$ cat config.mk
export PLATFORM = sky130hd
export DESIGN_NAME = lpddr_cmd_state_decoder
export DESIGN_NICKNAME = d
export VERILOG_FILES = /design/src/design/lcsd_pkg.sv /design/src/design/lcsd_ca_capture.sv /design/src/design/lpddr_cmd_state_decoder.sv
export VERILOG_INCLUDE_DIRS = /design/src /design/src/design
export SDC_FILE = /design/constraint.sdc
export NUM_CORES = 1
export LEC_CHECK = 0
export BUFFER_PORTS_ARGS = -buffer_cell sky130_fd_sc_hd__buf_4
export CAP_MARGIN = 20
export CORE_ASPECT_RATIO = 2
export CORE_UTILIZATION = 42
export DETAILED_ROUTE_END_ITERATION = 10
export GPL_TIMING_DRIVEN = 0
export PLACE_DENSITY = 0.75
export SLEW_MARGIN = 0
export SYNTH_ARGS = -nofsm -noshare
export SYNTH_HDL_FRONTEND = slang
export SYNTH_SLANG_ARGS = --single-unit
$ cat constraint.sdc
create_clock -name ref_clk -period 2.6 [get_ports ref_clk]
set_input_delay 0 -clock ref_clk [delete_from_list [all_inputs] [get_ports ref_clk]]
set_output_delay 0 -clock ref_clk [all_outputs]
set_load 0.02 [all_outputs]
$ cat src/design/lcsd_params.svh
`ifndef LCSD_PARAMS_SVH
`define LCSD_PARAMS_SVH
// Bank count, bank bit positions on the rising-edge field and the auto-close bit on the falling-edge field
`define LCSD_NBANK 4
`define LCSD_BANK_LO_POS 7
`define LCSD_BANK_HI_POS 8
`define LCSD_AUTO_CLOSE_POS 0
// Timing figures in ns and the cycle counts derived at 5 ns per cycle
`define LCSD_CLK_NS 5
`define LCSD_ROW_PRECHARGE_NS 18
`define LCSD_ROW_TO_COLUMN_NS 18
`define LCSD_REFRESH_CYCLE_NS 90
`define LCSD_MODE_READ_NS 10
`define LCSD_MODE_WRITE_NS 10
`define LCSD_BURST_NS 20
`define LCSD_CYC_UP(ns) (((ns) + `LCSD_CLK_NS - 1) / `LCSD_CLK_NS)
`define LCSD_RP_CYC `LCSD_CYC_UP(`LCSD_ROW_PRECHARGE_NS)
`define LCSD_RCD_CYC `LCSD_CYC_UP(`LCSD_ROW_TO_COLUMN_NS)
`define LCSD_RFC_CYC `LCSD_CYC_UP(`LCSD_REFRESH_CYCLE_NS)
`define LCSD_MRR_CYC `LCSD_CYC_UP(`LCSD_MODE_READ_NS)
`define LCSD_MRW_CYC `LCSD_CYC_UP(`LCSD_MODE_WRITE_NS)
`define LCSD_BURST_CYC `LCSD_CYC_UP(`LCSD_BURST_NS)
`endif

$ cat src/design/lcsd_pkg.sv
package lcsd_pkg;
	typedef enum logic [8:0] {
		BK_IDLE = 9'h001, BK_ACTIVATING = 9'h002, BK_ACTIVE = 9'h004,
		BK_READING = 9'h008, BK_WRITING = 9'h010, BK_PRECHARGING = 9'h020,
		BK_RD_CLOSE = 9'h040, BK_WR_CLOSE = 9'h080, BK_SPARE = 9'h100
	} lcsd_bank_t;
	typedef enum logic [9:0] {
		DV_NORMAL = 10'h001, DV_REFRESHING = 10'h002, DV_MODE_READ = 10'h004,
		DV_MODE_WRITE = 10'h008, DV_RESETTING = 10'h010, DV_POWER_DOWN = 10'h020,
		DV_SELF_REFRESH = 10'h040, DV_DEEPEST_SLEEP = 10'h080, DV_POWER_ON = 10'h100,
		DV_RESET_DOWN = 10'h200
	} lcsd_dev_t;
	typedef enum logic [3:0] {
		CM_NOP = 4'h0, CM_MODE_WRITE = 4'h1, CM_MODE_READ = 4'h2, CM_REFRESH = 4'h3,
		CM_SELF_REFRESH = 4'h4, CM_ACTIVATE = 4'h5, CM_WRITE = 4'h6, CM_READ = 4'h7,
		CM_PRECHARGE = 4'h8, CM_BURST_STOP = 4'h9, CM_DEEPEST = 4'ha, CM_POWER_DOWN = 4'hb,
		CM_EXIT = 4'hc, CM_HOLD = 4'hd, CM_BAD = 4'he
	} lcsd_cmd_t;
endpackage : lcsd_pkg

$ cat src/design/lcsd_ca_capture.sv
// Samples the link clock and the command pins; all pins pass two flops first.
module lcsd_ca_capture
	import lcsd_pkg::*;
(
	input wire logic ref_clk,
	input wire logic rst_n,
	input wire logic linkClk,
	input wire logic chipSel_n,
	input wire logic clkEnable,
	input wire logic [9:0] cmd_addr_bus,
	output logic cmdValid,
	output logic riseCs_n,
	output logic riseCke,
	output logic prevCke,
	output logic [9:0] riseCa,
	output logic [9:0] fallCa
);
	logic [1:0] clkSync;
	logic [1:0] csSync;
	logic [1:0] ckeSync;
	logic [9:0] caSync0;
	logic [9:0] caSync1;
	logic clkLast;
	logic havePending;
	logic next_cmdValid;
	logic next_riseCs_n;
	logic next_riseCke;
	logic next_prevCke;
	logic next_havePending;
	logic [9:0] next_riseCa;
	logic [9:0] next_fallCa;
	logic riseEdge;
	logic fallEdge;

	assign riseEdge = clkSync[1] & ~clkLast;
	assign fallEdge = ~clkSync[1] & clkLast;

	// Rising edge latches pins; falling edge completes the command
	always_comb begin
		next_cmdValid = 1'b0;
		next_riseCs_n = riseCs_n;
		next_riseCke = riseCke;
		next_prevCke = prevCke;
		next_riseCa = riseCa;
		next_fallCa = fallCa;
		next_havePending = havePending;
		if (riseEdge) begin
			next_prevCke = riseCke;
			next_riseCke = ckeSync[1];
			next_riseCs_n = csSync[1];
			next_riseCa = caSync1;
			next_havePending = 1'b1;
		end else if (fallEdge && havePending) begin
			next_fallCa = caSync1;
			next_havePending = 1'b0;
			next_cmdValid = 1'b1;
		end
	end

	// Pin synchronisers: every pin sees matched delay so edges stay aligned
	always_ff @(posedge ref_clk or negedge rst_n) begin
		if (!rst_n) begin
			clkSync <= 2'h0;
			csSync <= 2'h3;
			ckeSync <= 2'h0;
			caSync0 <= 10'h000;
			caSync1 <= 10'h000;
			clkLast <= 1'b0;
			havePending <= 1'b0;
			cmdValid <= 1'b0;
			riseCs_n <= 1'b1;
			riseCke <= 1'b0;
			prevCke <= 1'b0;
			riseCa <= 10'h000;
			fallCa <= 10'h000;
		end else begin
			clkSync <= {clkSync[0], linkClk};
			csSync <= {csSync[0], chipSel_n};
			ckeSync <= {ckeSync[0], clkEnable};
			caSync0 <= cmd_addr_bus;
			caSync1 <= caSync0;
			clkLast <= clkSync[1];
			havePending <= next_havePending;
			cmdValid <= next_cmdValid;
			riseCs_n <= next_riseCs_n;
			riseCke <= next_riseCke;
			prevCke <= next_prevCke;
			riseCa <= next_riseCa;
			fallCa <= next_fallCa;
		end
	end
endmodule : lcsd_ca_capture

$ cat src/design/lpddr_cmd_state_decoder.sv
module lpddr_cmd_state_decoder
	import lcsd_pkg::*;
(
	input wire logic ref_clk,
	input wire logic rst_n,
	input wire logic linkClk,
	input wire logic chipSel_n,
	input wire logic clkEnable,
	input wire logic [9:0] cmd_addr_bus,
	input wire logic initDone,
	output logic [35:0] bankStates,
	output logic [9:0] devState,
	output logic [51:0] openRows,
	output logic [1:0] lastBank,
	output logic [7:0] lastColumn,
	output logic [3:0] lastCmd,
	output logic illegalCmd
);
`include "lcsd_params.svh"

	logic cmdValid;
	logic riseCs_n;
	logic riseCke;
	logic prevCke;
	logic [9:0] riseCa;
	logic [9:0] fallCa;
	lcsd_bank_t bank [`LCSD_NBANK];
	lcsd_bank_t next_bank [`LCSD_NBANK];
	logic [7:0] bankTimer [`LCSD_NBANK];
	logic [7:0] next_bankTimer [`LCSD_NBANK];
	logic [12:0] rowReg [`LCSD_NBANK];
	logic [12:0] next_rowReg [`LCSD_NBANK];
	lcsd_dev_t dev;
	lcsd_dev_t next_dev;
	logic [7:0] devTimer;
	logic [7:0] next_devTimer;
	logic [1:0] burstBank;
	logic [1:0] next_burstBank;
	logic [7:0] next_lastColumn;
	logic [3:0] next_lastCmd;
	logic next_illegalCmd;
	lcsd_cmd_t cmd;
	logic [1:0] selBank;
	logic allIdle;
	logic [1:0] pinSync;
	logic exitReq;

	lcsd_ca_capture capture (
		.ref_clk(ref_clk),
		.rst_n(rst_n),
		.linkClk(linkClk),
		.chipSel_n(chipSel_n),
		.clkEnable(clkEnable),
		.cmd_addr_bus(cmd_addr_bus),
		.cmdValid(cmdValid),
		.riseCs_n(riseCs_n),
		.riseCke(riseCke),
		.prevCke(prevCke),
		.riseCa(riseCa),
		.fallCa(fallCa)
	);

	// Command identity from select, enable pair and the first four CA bits
	function automatic lcsd_cmd_t decode(input logic cs_n, input logic ckeP,
		input logic ckeN, input logic [3:0] ca);
		decode = CM_BAD;
		if (!ckeP && !ckeN) begin
			decode = CM_HOLD;
		end else if (!ckeP && ckeN) begin
			decode = cs_n ? CM_EXIT : CM_BAD;
		end else if (cs_n) begin
			decode = ckeN ? CM_NOP : CM_POWER_DOWN;
		end else if (!ckeN) begin
			if (ca[2:0] == 3'h4) begin
				decode = CM_SELF_REFRESH;
			end else if (ca[2:0] == 3'h3) begin
				decode = CM_DEEPEST;
			end
		end else begin
			case (ca)
				4'h0: decode = CM_MODE_WRITE;
				4'h8: decode = CM_MODE_READ;
				4'h4, 4'hc: decode = CM_REFRESH;
				4'h2, 4'ha, 4'h6, 4'he: decode = CM_ACTIVATE;
				4'h1, 4'h9: decode = CM_WRITE;
				4'h5, 4'hd: decode = CM_READ;
				4'hb: decode = CM_PRECHARGE;
				4'h3: decode = CM_BURST_STOP;
				4'h7, 4'hf: decode = CM_NOP;
				default: decode = CM_BAD;
			endcase
		end
	endfunction : decode

	assign cmd = decode(riseCs_n, prevCke, riseCke, riseCa[3:0]);
	assign selBank = {riseCa[`LCSD_BANK_HI_POS], riseCa[`LCSD_BANK_LO_POS]};

	// All banks settled idle; refresh and mode write are refused otherwise
	always_comb begin
		allIdle = 1'b1;
		for (int i = 0; i < `LCSD_NBANK; i++) begin
			if (bank[i] != BK_IDLE) begin
				allIdle = 1'b0;
			end
		end
	end

	// Exit from the deepest states needs no link clock edge: enable is watched directly
	assign exitReq = pinSync[1];

	// Bank and device state update; timers count down to the settled state
	always_comb begin
		next_dev = dev;
		next_devTimer = (devTimer != 8'h00) ? devTimer - 8'h01 : 8'h00;
		next_burstBank = burstBank;
		next_lastColumn = lastColumn;
		next_lastCmd = lastCmd;
		next_illegalCmd = 1'b0;
		for (int i = 0; i < `LCSD_NBANK; i++) begin
			next_bank[i] = bank[i];
			next_rowReg[i] = rowReg[i];
			next_bankTimer[i] = (bankTimer[i] != 8'h00) ? bankTimer[i] - 8'h01 : 8'h00;
			if (bankTimer[i] == 8'h01) begin
				case (bank[i])
					BK_ACTIVATING: next_bank[i] = BK_ACTIVE;
					BK_READING, BK_WRITING: next_bank[i] = BK_ACTIVE;
					BK_RD_CLOSE, BK_WR_CLOSE: begin
						next_bank[i] = BK_PRECHARGING;
						next_bankTimer[i] = 8'(`LCSD_RP_CYC);
					end
					BK_PRECHARGING: next_bank[i] = BK_IDLE;
					default: next_bank[i] = bank[i];
				endcase
			end
		end
		if (devTimer == 8'h01) begin
			case (dev)
				DV_REFRESHING, DV_MODE_WRITE: next_dev = DV_NORMAL;
				DV_MODE_READ: next_dev = DV_NORMAL;
				default: next_dev = dev;
			endcase
		end
		if ((dev == DV_SELF_REFRESH || dev == DV_DEEPEST_SLEEP) && exitReq) begin
			next_dev = (dev == DV_SELF_REFRESH) ? DV_NORMAL : DV_POWER_ON;
		end else if (cmdValid) begin
			next_lastCmd = cmd;
			case (cmd)
				CM_HOLD: next_dev = dev;
				CM_EXIT: begin
					if (dev == DV_POWER_DOWN) begin
						next_dev = DV_NORMAL;
					end else if (dev == DV_RESET_DOWN) begin
						next_dev = initDone ? DV_NORMAL : DV_RESETTING;
					end
				end
				CM_POWER_DOWN: begin
					if (dev == DV_RESETTING) begin
						next_dev = DV_RESET_DOWN;
					end else if (dev == DV_NORMAL) begin
						next_dev = DV_POWER_DOWN;
					end
				end
				CM_SELF_REFRESH: next_dev = DV_SELF_REFRESH;
				CM_DEEPEST: next_dev = DV_DEEPEST_SLEEP;
				// Refused with a bank open, so no open row is silently lost
				CM_REFRESH: begin
					if (allIdle) begin
						next_dev = DV_REFRESHING;
						next_devTimer = 8'(`LCSD_RFC_CYC);
					end else begin
						next_illegalCmd = 1'b1;
					end
				end
				CM_MODE_WRITE: begin
					if (allIdle) begin
						next_dev = (dev == DV_POWER_ON) ? DV_RESETTING : DV_MODE_WRITE;
						next_devTimer = (dev == DV_POWER_ON) ? 8'h00 : 8'(`LCSD_MRW_CYC);
					end else begin
						next_illegalCmd = 1'b1;
					end
				end
				CM_MODE_READ: begin
					next_dev = (dev == DV_RESETTING) ? DV_RESETTING : DV_MODE_READ;
					next_devTimer = 8'(`LCSD_MRR_CYC);
				end
				CM_ACTIVATE: begin
					next_bank[selBank] = BK_ACTIVATING;
					next_bankTimer[selBank] = 8'(`LCSD_RCD_CYC);
					next_rowReg[selBank] = {riseCa[6:2], fallCa[7:0]};
				end
				CM_READ, CM_WRITE: begin
					next_lastColumn = {fallCa[5:1], riseCa[6:5], 1'b0};
					next_burstBank = selBank;
					next_bankTimer[selBank] = 8'(`LCSD_BURST_CYC);
					if (cmd == CM_READ) begin
						next_bank[selBank] = fallCa[`LCSD_AUTO_CLOSE_POS] ? BK_RD_CLOSE : BK_READING;
					end else begin
						next_bank[selBank] = fallCa[`LCSD_AUTO_CLOSE_POS] ? BK_WR_CLOSE : BK_WRITING;
					end
				end
				CM_BURST_STOP: begin
					if (bank[burstBank] == BK_READING || bank[burstBank] == BK_WRITING) begin
						next_bank[burstBank] = BK_ACTIVE;
						next_bankTimer[burstBank] = 8'h00;
					end else begin
						next_illegalCmd = 1'b1;
					end
				end
				CM_PRECHARGE: begin
					for (int i = 0; i < `LCSD_NBANK; i++) begin
						if (riseCa[4] || selBank == 2'(i)) begin
							next_bank[i] = BK_PRECHARGING;
							next_bankTimer[i] = 8'(`LCSD_RP_CYC);
						end
					end
				end
				CM_BAD: next_illegalCmd = 1'b1;
				default: next_dev = dev;
			endcase
		end
	end

	// Outputs flattened for observation; low bank in the low bits
	always_ff @(posedge ref_clk or negedge rst_n) begin
		if (!rst_n) begin
			pinSync <= 2'h0;
			dev <= DV_POWER_ON;
			devTimer <= 8'h00;
			burstBank <= 2'h0;
			lastColumn <= 8'h00;
			lastCmd <= 4'h0;
			illegalCmd <= 1'b0;
			devState <= 10'h100;
			bankStates <= 36'h0;
			openRows <= 52'h0;
			lastBank <= 2'h0;
			for (int i = 0; i < `LCSD_NBANK; i++) begin
				bank[i] <= BK_IDLE;
				bankTimer[i] <= 8'h00;
				rowReg[i] <= 13'h0000;
			end
		end else begin
			pinSync <= {pinSync[0], clkEnable};
			dev <= next_dev;
			devTimer <= next_devTimer;
			burstBank <= next_burstBank;
			lastColumn <= next_lastColumn;
			lastCmd <= next_lastCmd;
			illegalCmd <= next_illegalCmd;
			devState <= next_dev;
			lastBank <= next_burstBank;
			for (int i = 0; i < `LCSD_NBANK; i++) begin
				bank[i] <= next_bank[i];
				bankTimer[i] <= next_bankTimer[i];
				rowReg[i] <= next_rowReg[i];
				bankStates[i*9 +: 9] <= next_bank[i];
				openRows[i*13 +: 13] <= next_rowReg[i];
			end
		end
	end
endmodule : lpddr_cmd_state_decoder

==> impl_metrics.yaml, run 1 <==
clock_tree:
  clk_latency_ns: 0.52
  path_clk_slew_ns: 0.07
  htree_levels: 1
  clockBufferDepth: 3
  cts_root_buffer: "clkbuf_16"
  clkSinkCount: 203
  cts_buffers: 19
  cts_tree: "yes"
die:
  die_y_um: 219
  die-area_sq_um: 24200
  fp-row-count: 79
  die_w_um: 110
  core_sq_um: 23100
  initial_utilization_pct: 42.7
  pin_count: 129
placed_design:
  place.port_buffers: 126
  dpl-instance-area_sq_um: 11300
  gp_congestion: 0.948
  hpwl_um: 19500
  place_inst: 1336
global_route:
  grt_pass1_vias: 8299
  grt_pass1_wl_um: 43500
  grt_usage_pct: 22.6
  grt_use_met2_pct: 41.5
  grt_overflow: 0
  busiest_layer: "met2"
  met3_usage_pct: 4.23
  grt_max_degree: 129
  antenna_found_initial: 0
  use_met1_pct: 23.0
logic_synthesis:
  synthFlopType: "dfrtp_1"
  synthArstFlopShare_pct: 100
  synth.cell_area_sq_um: 9870
  synth_common_cells: "dfrtp_1, nand2_1, nor2_1"
  synth_edf_count: 0
  yosys_warnings: 0
  ys_seq_elements: 203
  synth_cell_type_count: 84
  yosysMostFrequentCell: "dfrtp_1"
  syn_area_per_cell_sq_um: 10.7
  yosysSeqAreaShare_pct: 51.5
  synth_area_leaders: "dfrtp_1, mux2_2, nand2_1"
  syn_inst: 926
  synth.largest_area_cell: "dfrtp_1"
  yosysTopAreaCellShare_pct: 49.4
  synth_nets: 958
finish:
  num-fill-cells: 1949
  fin_area_sq_um: 13400
  regArea_sq_um: 5090
  final_layout_size_suffix_gt1_share_pct: 40.2
  finalNonFillerCells: 1457
  areaGrowthSynthToFinish_pct: 35.7
  multi_input_area_sq_um: 4960
  antennaDiodeCount: 0
  fin_nets: 1193
worst_setup_path:
  required_ns: 3.05
  arrival_ns: 3.32
  startpoint_type: "register"
  critPathKind: "reg2reg"
  crit_fanout: 6
  endpoint_kind: "register"
timing:
  fin_skew_ns: 0.0212
  relSlewSlack_pct: 43.2
  post-route-period-util_pct: 110
  rsz0062_at_grt: "yes"
  setup_ws_ns: -0.265
  min_period_ns: 2.87
  hold_viol_final: 0
  setup_violations: 120
  slew_viol_final: 0
  fmax_mhz: 349
  worstMarginPinSlew_ns: 0.844
route:
  drc: 0
  drtAntennaViolNets: 0
  vias_per_cell: 5.75
  routed-via-count: 8376
  wl_per_cell_um: 20.1
  first_pass_iters: 5
  wl_um: 29200
  drt_iter0_markers: 531
flow_run:
  cap_violations: 0
power_and_ir_drop:
  p_per_area_nw_per_um2: 903
  irDropWorstVdd_mv: 0.584
  leakagePower_nw: 6.25
run_status:
  run_status: "complete, but fails checks"
  violations: "setup timing"
hold_path:
  hold_path_class: "in2async"
final timing paths:
path                                 endpoint  slack (ns)  cells after the start          startpoint
setup / recovery                bankTimer[19]       -0.27                      8   capture.riseCa[0]
setup reg to reg                bankTimer[19]       -0.27                      8   capture.riseCa[0]
max in group asynchronous   capture.riseCa[1]        1.45                      3               rst_n
hold reg to reg            capture.caSync1[2]        0.35                      0  capture.caSync0[2]
min in group ref_clk       capture.caSync0[7]        0.13                      2     cmd_addr_bus[7]
hold / removal                 bankStates[18]        0.04                      2               rst_n
what timing repair did:
action	in CTS	in global routing
setup buffers	27	47
endpoints found under the setup margin	150	156
pin swaps	28	46
cloned	1	1
hold endpoints to repair	87	0
hold buffers	13	0
gates resized for setup	72	125
registers in the layout, indices dropped and copies added (netlist names), 4 cells and up:
signal	flops
capture.riseCa	9
dev	10
devTimer	8
capture.fallCa	8
lastCmd	4
bankTimer	32
openRows	4
rowReg	48
capture.caSync1	9
bankStates	8
capture.caSync0	9
bank	32
lastColumn	7
logic make-up after synthesis:
group                      synth area share (%)
AOI/OAI and AO/OA                          12.9
xor gates and xnor gates                   2.84
muxes                                      8.07
other                                    0.0380
buffers and inverters                      4.99
adders and majority gates                  2.13
DFF                                        51.5
and+or+nand+nor                            17.5
area by class of cell:
cell class	count	share of cell area (%)
Buffer	60	3.60
Clock buffer	25	3.94
Clock inverter	9	0.654
Inverter	27	0.775
Multi-Input combinational cell	635	37.0
Sequential cell	203	38.0
Tap cell	283	2.64
Timing Repair Buffer	215	13.4
worst max-delay path, stage by stage (launching register included):
cell,delay (ns)
dfrtp_2,0.47
ha_4,0.17
or3_4,0.32
a21o_4,0.24
a221o_1,0.46
a311o_1,0.39
o2111a_2,0.20
a311o_2,0.44
a21oi_2,0.12
placed cells by master (no fill, tap or decap), drive strengths merged, types with 5 or more instances in the layout:
master	Yosys	final
nor3	40	40
a21oi	26	26
nand2	93	93
xor2	12	12
o22ai	11	11
a21o	10	10
clkinv	1	6
nor2b	19	19
or3	13	13
dlygate4sd3	0	13
nor3b	6	6
or2	6	6
o21ai	48	48
dfstp	8	8
o211ai	5	5
clkbuf	11	37
nand2b	11	11
nand4	10	10
nor2	75	75
ha	16	16
o31ai	9	9
dfrtp	195	195
xnor2	20	20
nand3b	5	5
mux2	62	62
inv	26	28
buf	50	250
nand3	19	19
o2bb2ai	5	5
nor4	19	19
or4	5	5
a32o	6	6
a31oi	9	9
a311o	5	5
power by group:
| group | internal [W] | switching (W) | leakage (nW) |
|---|---|---|---|
| registers | 0.00385 | 0.000754 | 2.61 |
| logic | 0.00207 | 0.00262 | 3.34 |
| clock network | 0.00155 | 0.00126 | 0.303 |
| total | 0.00747 | 0.00463 | 6.25 |
stage by stage:
stage / TNS (ns) / util, % / hold slack, ns / worst slack [ns] / power (W)
floorplan: -0.418 / - / -0.296 / -0.0464 / 0.00708
CTS: -11.43 / 54.1 / 0.0736 / -0.222 / 0.0116
global placement: -43.80 / 48.5 / 0.110 / -0.705 / 0.00831
detailed placement: -48.75 / 48.7 / 0.0236 / -0.678 / 0.00842
finish: -12.93 / 57.9 / 0.0362 / -0.265 / 0.0121
global route: -21.22 / 57.9 / 0.0970 / -0.315 / 0.0127
metal layers:
metal / wire, um / vias to the layer above / part of all wire, %
met5: 0 / - / 0
met4: 2180 / 0 / 7.5
met3: 1470 / 138 / 5.0
met2: 15400 / 360 / 53
met1: 10100 / 4105 / 35
li1: - / 3773 / -
Power figures use the tool's default switching activity.
==> run 2: changes to the inputs <==
--- a/config.mk
+++ b/config.mk
@@ -12,7 +12,7 @@
 export CORE_UTILIZATION = 42
 export DETAILED_ROUTE_END_ITERATION = 10
 export GPL_TIMING_DRIVEN = 0
-export PLACE_DENSITY = 0.75
+export PLACE_DENSITY = 0.73
 export SLEW_MARGIN = 0
 export SYNTH_ARGS = -nofsm -noshare
 export SYNTH_HDL_FRONTEND = slang
==> constraint.sdc (replaced) <==
create_clock -name ref_clk -period 3.4 [get_ports ref_clk]
set_input_delay 0 -clock ref_clk [delete_from_list [all_inputs] [get_ports ref_clk]]
set_output_delay 0 -clock ref_clk [all_outputs]
set_load 0.02 [all_outputs]
==> run 2 against run 1 <==
Compared with the run above:
- the run now ends clean
- clock power down 16%
- maximum frequency decreased by 10%
- combinational power down 37%
- clock skew down 0.0037 ns
- register-to-register slack improved by 0.47 ns
- wire length shrank 9.5%
- sequential share of layout area is 4.2 points higher
- worst setup slack gained 0.47 ns
- power down 27%
- core utilization fell by 5.9 points
- die area is the same
- flip-flop and latch count is the same
- critical path type unchanged
- largest power group is now registers
==> impl_metrics.yaml, run 2 (synthesis results as in run 1) <==
clock_tree:
  cts_buffers: 19
  cts_root_buffer: "clkbuf_16"
  clkSinkCount: 203
  clockBufferDepth: 3
  clk_latency_ns: 0.51
  cts_tree: "yes"
  path_clk_slew_ns: 0.08
  htree_levels: 1
placed_design:
  place.port_buffers: 126
  hpwl_um: 19600
  post-place-ws_ns: 0.137
  gp_congestion: 0.934
finish:
  fin_nets: 1119
  largest_reg_flops: 48
  final_layout_size_suffix_gt1_share_pct: 28.0
  regMostFlops: "rowReg"
  antennaDiodeCount: 0
  num-fill-cells: 2110
  top_regs: "rowReg x48, bankTimer x32, bank x32"
  regArea_sq_um: 5090
  multi_input_area_sq_um: 4320
  areaGrowthSynthToFinish_pct: 22.0
  final_common_cell: "dfrtp_1"
  final_cell_mix: "dfrtp_1, buf_4, nand2_1"
flow_run:
  cap_violations: 0
timing:
  hold_viol_final: 0
  fin_skew_ns: 0.0175
  setup_ws_ns: 0.202
  slew_viol_final: 0
  fin_hold_ws_ns: 0.102
  post-route-period-util_pct: 94.0
  fmax_mhz: 313
  setup_violations: 0
  worstMarginPinSlew_ns: 0.953
  min_period_ns: 3.20
  relSlewSlack_pct: 35.6
global_route:
  grt_max_degree: 111
  antenna_found_initial: 0
  grt_pass1_vias: 8190
  grt_pass1_wl_um: 42400
  grt_overflow: 0
  grt_usage_pct: 22.1
route:
  vias_per_cell: 5.69
  drc: 0
  wl_um: 26500
  routed-via-count: 7860
  drt_iter0_markers: 464
  drtAntennaViolNets: 0
  wl_per_cell_um: 19.1
  first_pass_iters: 5
die:
  die_w_um: 110
  fp-row-count: 79
  die_y_um: 219
  pin_count: 129
  core_sq_um: 23100
  initial_utilization_pct: 42.7
  die-area_sq_um: 24200
worst_setup_path:
  endpoint_kind: "register"
  path_cells: "nor4b_1, nand4b_1, and2_1, buf_2, nand2_2, nor3_2, nand3_1, buf_2, mux2_2"
  cpMaxStageDelayCell: "nor4b_1"
  arrival_ns: 3.60
  rr_startpoint: "dev[0]"
  startpoint_type: "register"
  crit_fanout: 10
  r2r_setup_slack_ns: 0.20
  critPathMostFrequentCell: "buf_2"
  r2r_cells: 9
  cp_slowest_stage_delay_ns: 0.52
  critPathKind: "reg2reg"
  timing.rr.end: "rowReg[10]"
  required_ns: 3.80
run_status:
  run_status: "finished clean"
power_and_ir_drop:
  irDropWorstVdd_mv: 0.470
  p_per_area_nw_per_um2: 730
  leakagePower_nw: 5.67
hold_path:
  hold_path_class: "in2async"
==> run 2: changes by cell type in the layout (fill, tap and decap cells not counted), sizes merged <==
cell,delta
clkinvlp,+1
clkinv,-4
bufinv,+3
buf,-73
clkbuf,-2
==> run 2: worst max-delay path, delay by kind of cell (launching register included) <==
kind,cells,cell delay (ns)
buffers and inverters,2,0.56
flip-flops,1,0.47
multiplexers,1,0.38
AND/OR/NAND/NOR,6,1.66
==> run 2: what timing repair did <==
| action | 4_1_cts | 5_1_grt |
|---|---|---|
| setup endpoints to repair | 0 | 20 |
| hold buffers | 13 | 0 |
| hold endpoints to repair | 105 | 0 |
| buffers inserted | 0 | 0 |
| resized for setup | 0 | 7 |
==> run 2: per-layer routing <==
metal | GRT usage, % | routed length, um | up-vias
li1 | - | - | 3632
met3 | 3.15 | 1150 | 86
met4 | 14.6 | 1740 | 0
met5 | 0 | 0 | -
met2 | 41.6 | 14200 | 249
met1 | 22.3 | 9330 | 3893
==> run 2: cell type report <==
class / instances / area share, %
flip-flops and latches: 203 / 42.3
multi-input cells: 635 / 35.9
repair buffers: 140 / 9.23
clock buffers: 24 / 4.27
plain buffers: 61 / 3.25
well taps: 283 / 2.94
clock inverters: 9 / 1.31
inverters: 27 / 0.841
==> run 2: how the worst max path moves through the flow <==
stage                           start           end  slack (ns)  cells past startpoint
global placement    capture.riseCa[0]        dev[7]        0.07                      8
global route        capture.riseCa[0]        dev[9]       -0.02                      9
CTS                 capture.riseCa[0]        dev[7]        0.11                      8
detailed placement  capture.riseCa[0]        dev[7]        0.14                      8
finish                         dev[0]    rowReg[10]        0.20                      9
floorplan           capture.riseCa[0]  openRows[25]        0.66                      9
==> run 2: stage by stage <==
step	TNS (ns)	std cells	instance area, sq um	power, W	utilization [%]
final	0	1382	12000	0.00879	52.1
after global routing	-0.0159	1382	12000	0.00930	52.1
after CTS	0	1382	12000	0.00881	51.9
after detailed placement	0	1336	11200	0.00643	48.5
after global placement	0	1335	11200	0.00635	48.3
after floorplan	0	926	9870	0.00540	-
==> run 2: power breakdown <==
group          switching (W)  internal [W]  leakage (nW)
Clock               0.000966       0.00139         0.322
Sequential          0.000554       0.00294          2.61
Combinational        0.00171       0.00123          2.74
==> run 3: changes to the inputs <==
--- a/config.mk
+++ b/config.mk
@@ -12,7 +12,7 @@
 export CORE_UTILIZATION = 42
 export DETAILED_ROUTE_END_ITERATION = 10
 export GPL_TIMING_DRIVEN = 0
-export PLACE_DENSITY = 0.73
+export PLACE_DENSITY = 0.57
 export SLEW_MARGIN = 0
 export SYNTH_ARGS = -nofsm -noshare
 export SYNTH_HDL_FRONTEND = slang
==> run 3 against run 2 <==
Compared with the run above:
- non-clock buffer count stayed put
- cell area is 0.28% higher
- sequential share of layout area is 0.12 points lower
- wire length is 4.1% higher
- hold slack better by 0.024 ns
- count of clock-buffer cells in the layout is 4 higher
- maximum frequency hardly changed
- largest power group unchanged
==> impl_metrics.yaml, run 3 (synthesis results as in run 1) <==
timing:
  setup_violations: 0
  min_period_ns: 3.20
  fmax_mhz: 313
  relSlewSlack_pct: 45.7
  post-route-period-util_pct: 94.1
  setup_ws_ns: 0.200
  hold_viol_final: 0
  fin_skew_ns: 0.0120
  setup_tns_ns: 0
  fin_hold_ws_ns: 0.126
  slew_viol_final: 0
  worstMarginPinSlew_ns: 0.806
  rsz0062_at_grt: "no"
clock_tree:
  cts_buffers: 20
  cts_tree: "yes"
  clk_latency_ns: 0.51
  cts_root_buffer: "clkbuf_16"
  post-cts-setup-buffers: 0
  clockBufferDepth: 3
  htree_levels: 1
  clkSinkCount: 203
  path_clk_slew_ns: 0.06
die:
  fp-row-count: 79
  core_sq_um: 23100
  die-area_sq_um: 24200
  initial_utilization_pct: 42.7
  pin_count: 129
  die_w_um: 110
  die_y_um: 219
global_route:
  grt_overflow: 0
  grt_usage_pct: 23.0
  grt_pass1_wl_um: 43700
  grt_max_degree: 105
  grt_pass1_vias: 7915
  antenna_found_initial: 0
route:
  routed-wl-met2_um: 15200
  top_layer_used: "met4"
  met1_length_um: 10100
  first_pass_iters: 5
  dr_wl_met3_um: 1040
  drt_iter0_markers: 403
  wl_um: 27500
  vias_per_cell: 5.57
  drtAntennaViolNets: 0
  routed-via-count: 7711
  drc: 0
  wl_per_cell_um: 19.9
worst_setup_path:
  cp-startpoint: "capture.riseCa[3]"
  required_ns: 3.75
  crit_cells: 9
  cp_top_family: "simple AND/OR/NAND/NOR gates"
  path_buf_inv: 2
  endpoint: "dev[7]"
  cp_slowest_stage_delay_ns: 0.50
  arrival_ns: 3.55
  rr_startpoint: "capture.riseCa[3]"
  endpoint_kind: "register"
  startpoint_type: "register"
  path_cells: "clkbuf_1, and3_1, nor4_4, a2bb2oi_2, buf_2, mux2i_2, o31ai_1, nor4_1, o22ai_1"
  crit_fanout: 10
  critPathKind: "reg2reg"
  timing.rr.end: "dev[7]"
  r2r_setup_slack_ns: 0.20
  cpMaxStageDelayCell: "nor4_1"
  r2r_cells: 9
finish:
  num-fill-cells: 2189
  top_regs: "rowReg x48, bankTimer x32, bank x32"
  areaGrowthSynthToFinish_pct: 22.3
  antennaDiodeCount: 0
  largest_reg_flops: 48
  final_common_cell: "dfrtp_1"
  final_layout_size_suffix_gt1_share_pct: 28.3
  fin_area_sq_um: 12100
  fin_util_pct: 52.2
  fin_nets: 1120
  regMostFlops: "rowReg"
  final_cell_mix: "dfrtp_1, buf_4, nand2_1"
placed_design:
  place.port_buffers: 126
  post-place-ws_ns: 0.151
  dpl-instance-area_sq_um: 11200
  gp_congestion: 0.899
  hpwl_um: 20100
power_and_ir_drop:
  irDropWorstVdd_mv: 0.506
  seqPwrFrac_pct: 39.9
  switching_power_w: 0.00324
  leakagePower_nw: 5.70
  intPower_w: 0.00556
  p_clk_share_pct: 26.6
  p_per_area_nw_per_um2: 729
  sw_frac_of_total_pct: 36.8
  pwr-share-comb_pct: 33.5
hold_path:
  hold_path_class: "in2async"
flow_run:
  cap_violations: 0
run_status:
  run_status: "finished clean"
run 3: cell count changes in the layout (fill, tap and decap cells not counted), moves of 2 or more:
cell | before | now
clkbuf_8 | 2 | 4
clkinv_2 | 1 | 4
clkbuf_16 | 19 | 21
bufinv_16 | 4 | 2
inv_6 | 2 | 0
run 3: per-layer routing:
layer  GRT usage (%)  vias to the layer above
li1                -                     3635
met1            24.5                     3797
met2            43.7                      214
met3            3.23                       65
met4            11.2                        0
met5               0                        -
run 3: worst reg2reg max path: cells and delay by family, from the launching register on:
family / cells / cell delay (ns)
AOI/OAI and AO/OA: 3 / 0.72
buffers and inverters: 2 / 0.73
DFF: 1 / 0.34
muxes: 1 / 0.43
and+or+nand+nor: 3 / 0.84
run 3: per-stage QoR:
step | total power [W] | cells
6_report | 0.00880 | 1385
5_1_grt | 0.00934 | 1385
4_1_cts | 0.00884 | 1385
3_5_place_dp | 0.00645 | 1336
3_3_place_gp | 0.00640 | 1335
2_1_floorplan | 0.00540 | 926
run 3: power by group through the flow:
stage,Clock (W),Combinational [W],Sequential [W]
floorplan,0,0.00185,0.00355
global placement,0,0.00286,0.00354
detailed placement,0,0.00290,0.00355
CTS,0.00241,0.00293,0.00351
global route,0.00249,0.00325,0.00360
finish,0.00234,0.00294,0.00351
run 3: cell type report:
cell class / instances / area [sq um] / area share (%)
Clock inverter: 8 / 98.8 / 0.818
Clock buffer: 28 / 592 / 4.90
Tap cell: 283 / 354 / 2.93
Buffer: 61 / 392 / 3.24
Multi-Input combinational cell: 635 / 4340 / 35.9
Timing Repair Buffer: 140 / 1110 / 9.20
Sequential cell: 203 / 5090 / 42.1
Inverter: 27 / 101 / 0.839
run 3: worst min path at each step:
| stage | from | to | depth (start not counted) |
|---|---|---|---|
| 6_report | rst_n | devTimer[7] | 2 |
| 5_1_grt | cmd_addr_bus[2] | capture.caSync0[2] | 2 |
| 4_1_cts | initDone | dev[4] | 6 |
| 3_5_place_dp | cmd_addr_bus[4] | capture.caSync0[4] | 1 |
| 3_3_place_gp | chipSel_n | capture.csSync[0] | 1 |
| 2_1_floorplan | rst_n | bankStates[0] | 0 |
run 3: repair_timing:
| item | in CTS | in global routing |
|---|---|---|
| hold endpoints to repair | 110 | 0 |
| hold buffers | 13 | 0 |
| endpoints found under the setup margin | 0 | 38 |
| gates resized for setup | 0 | 9 |
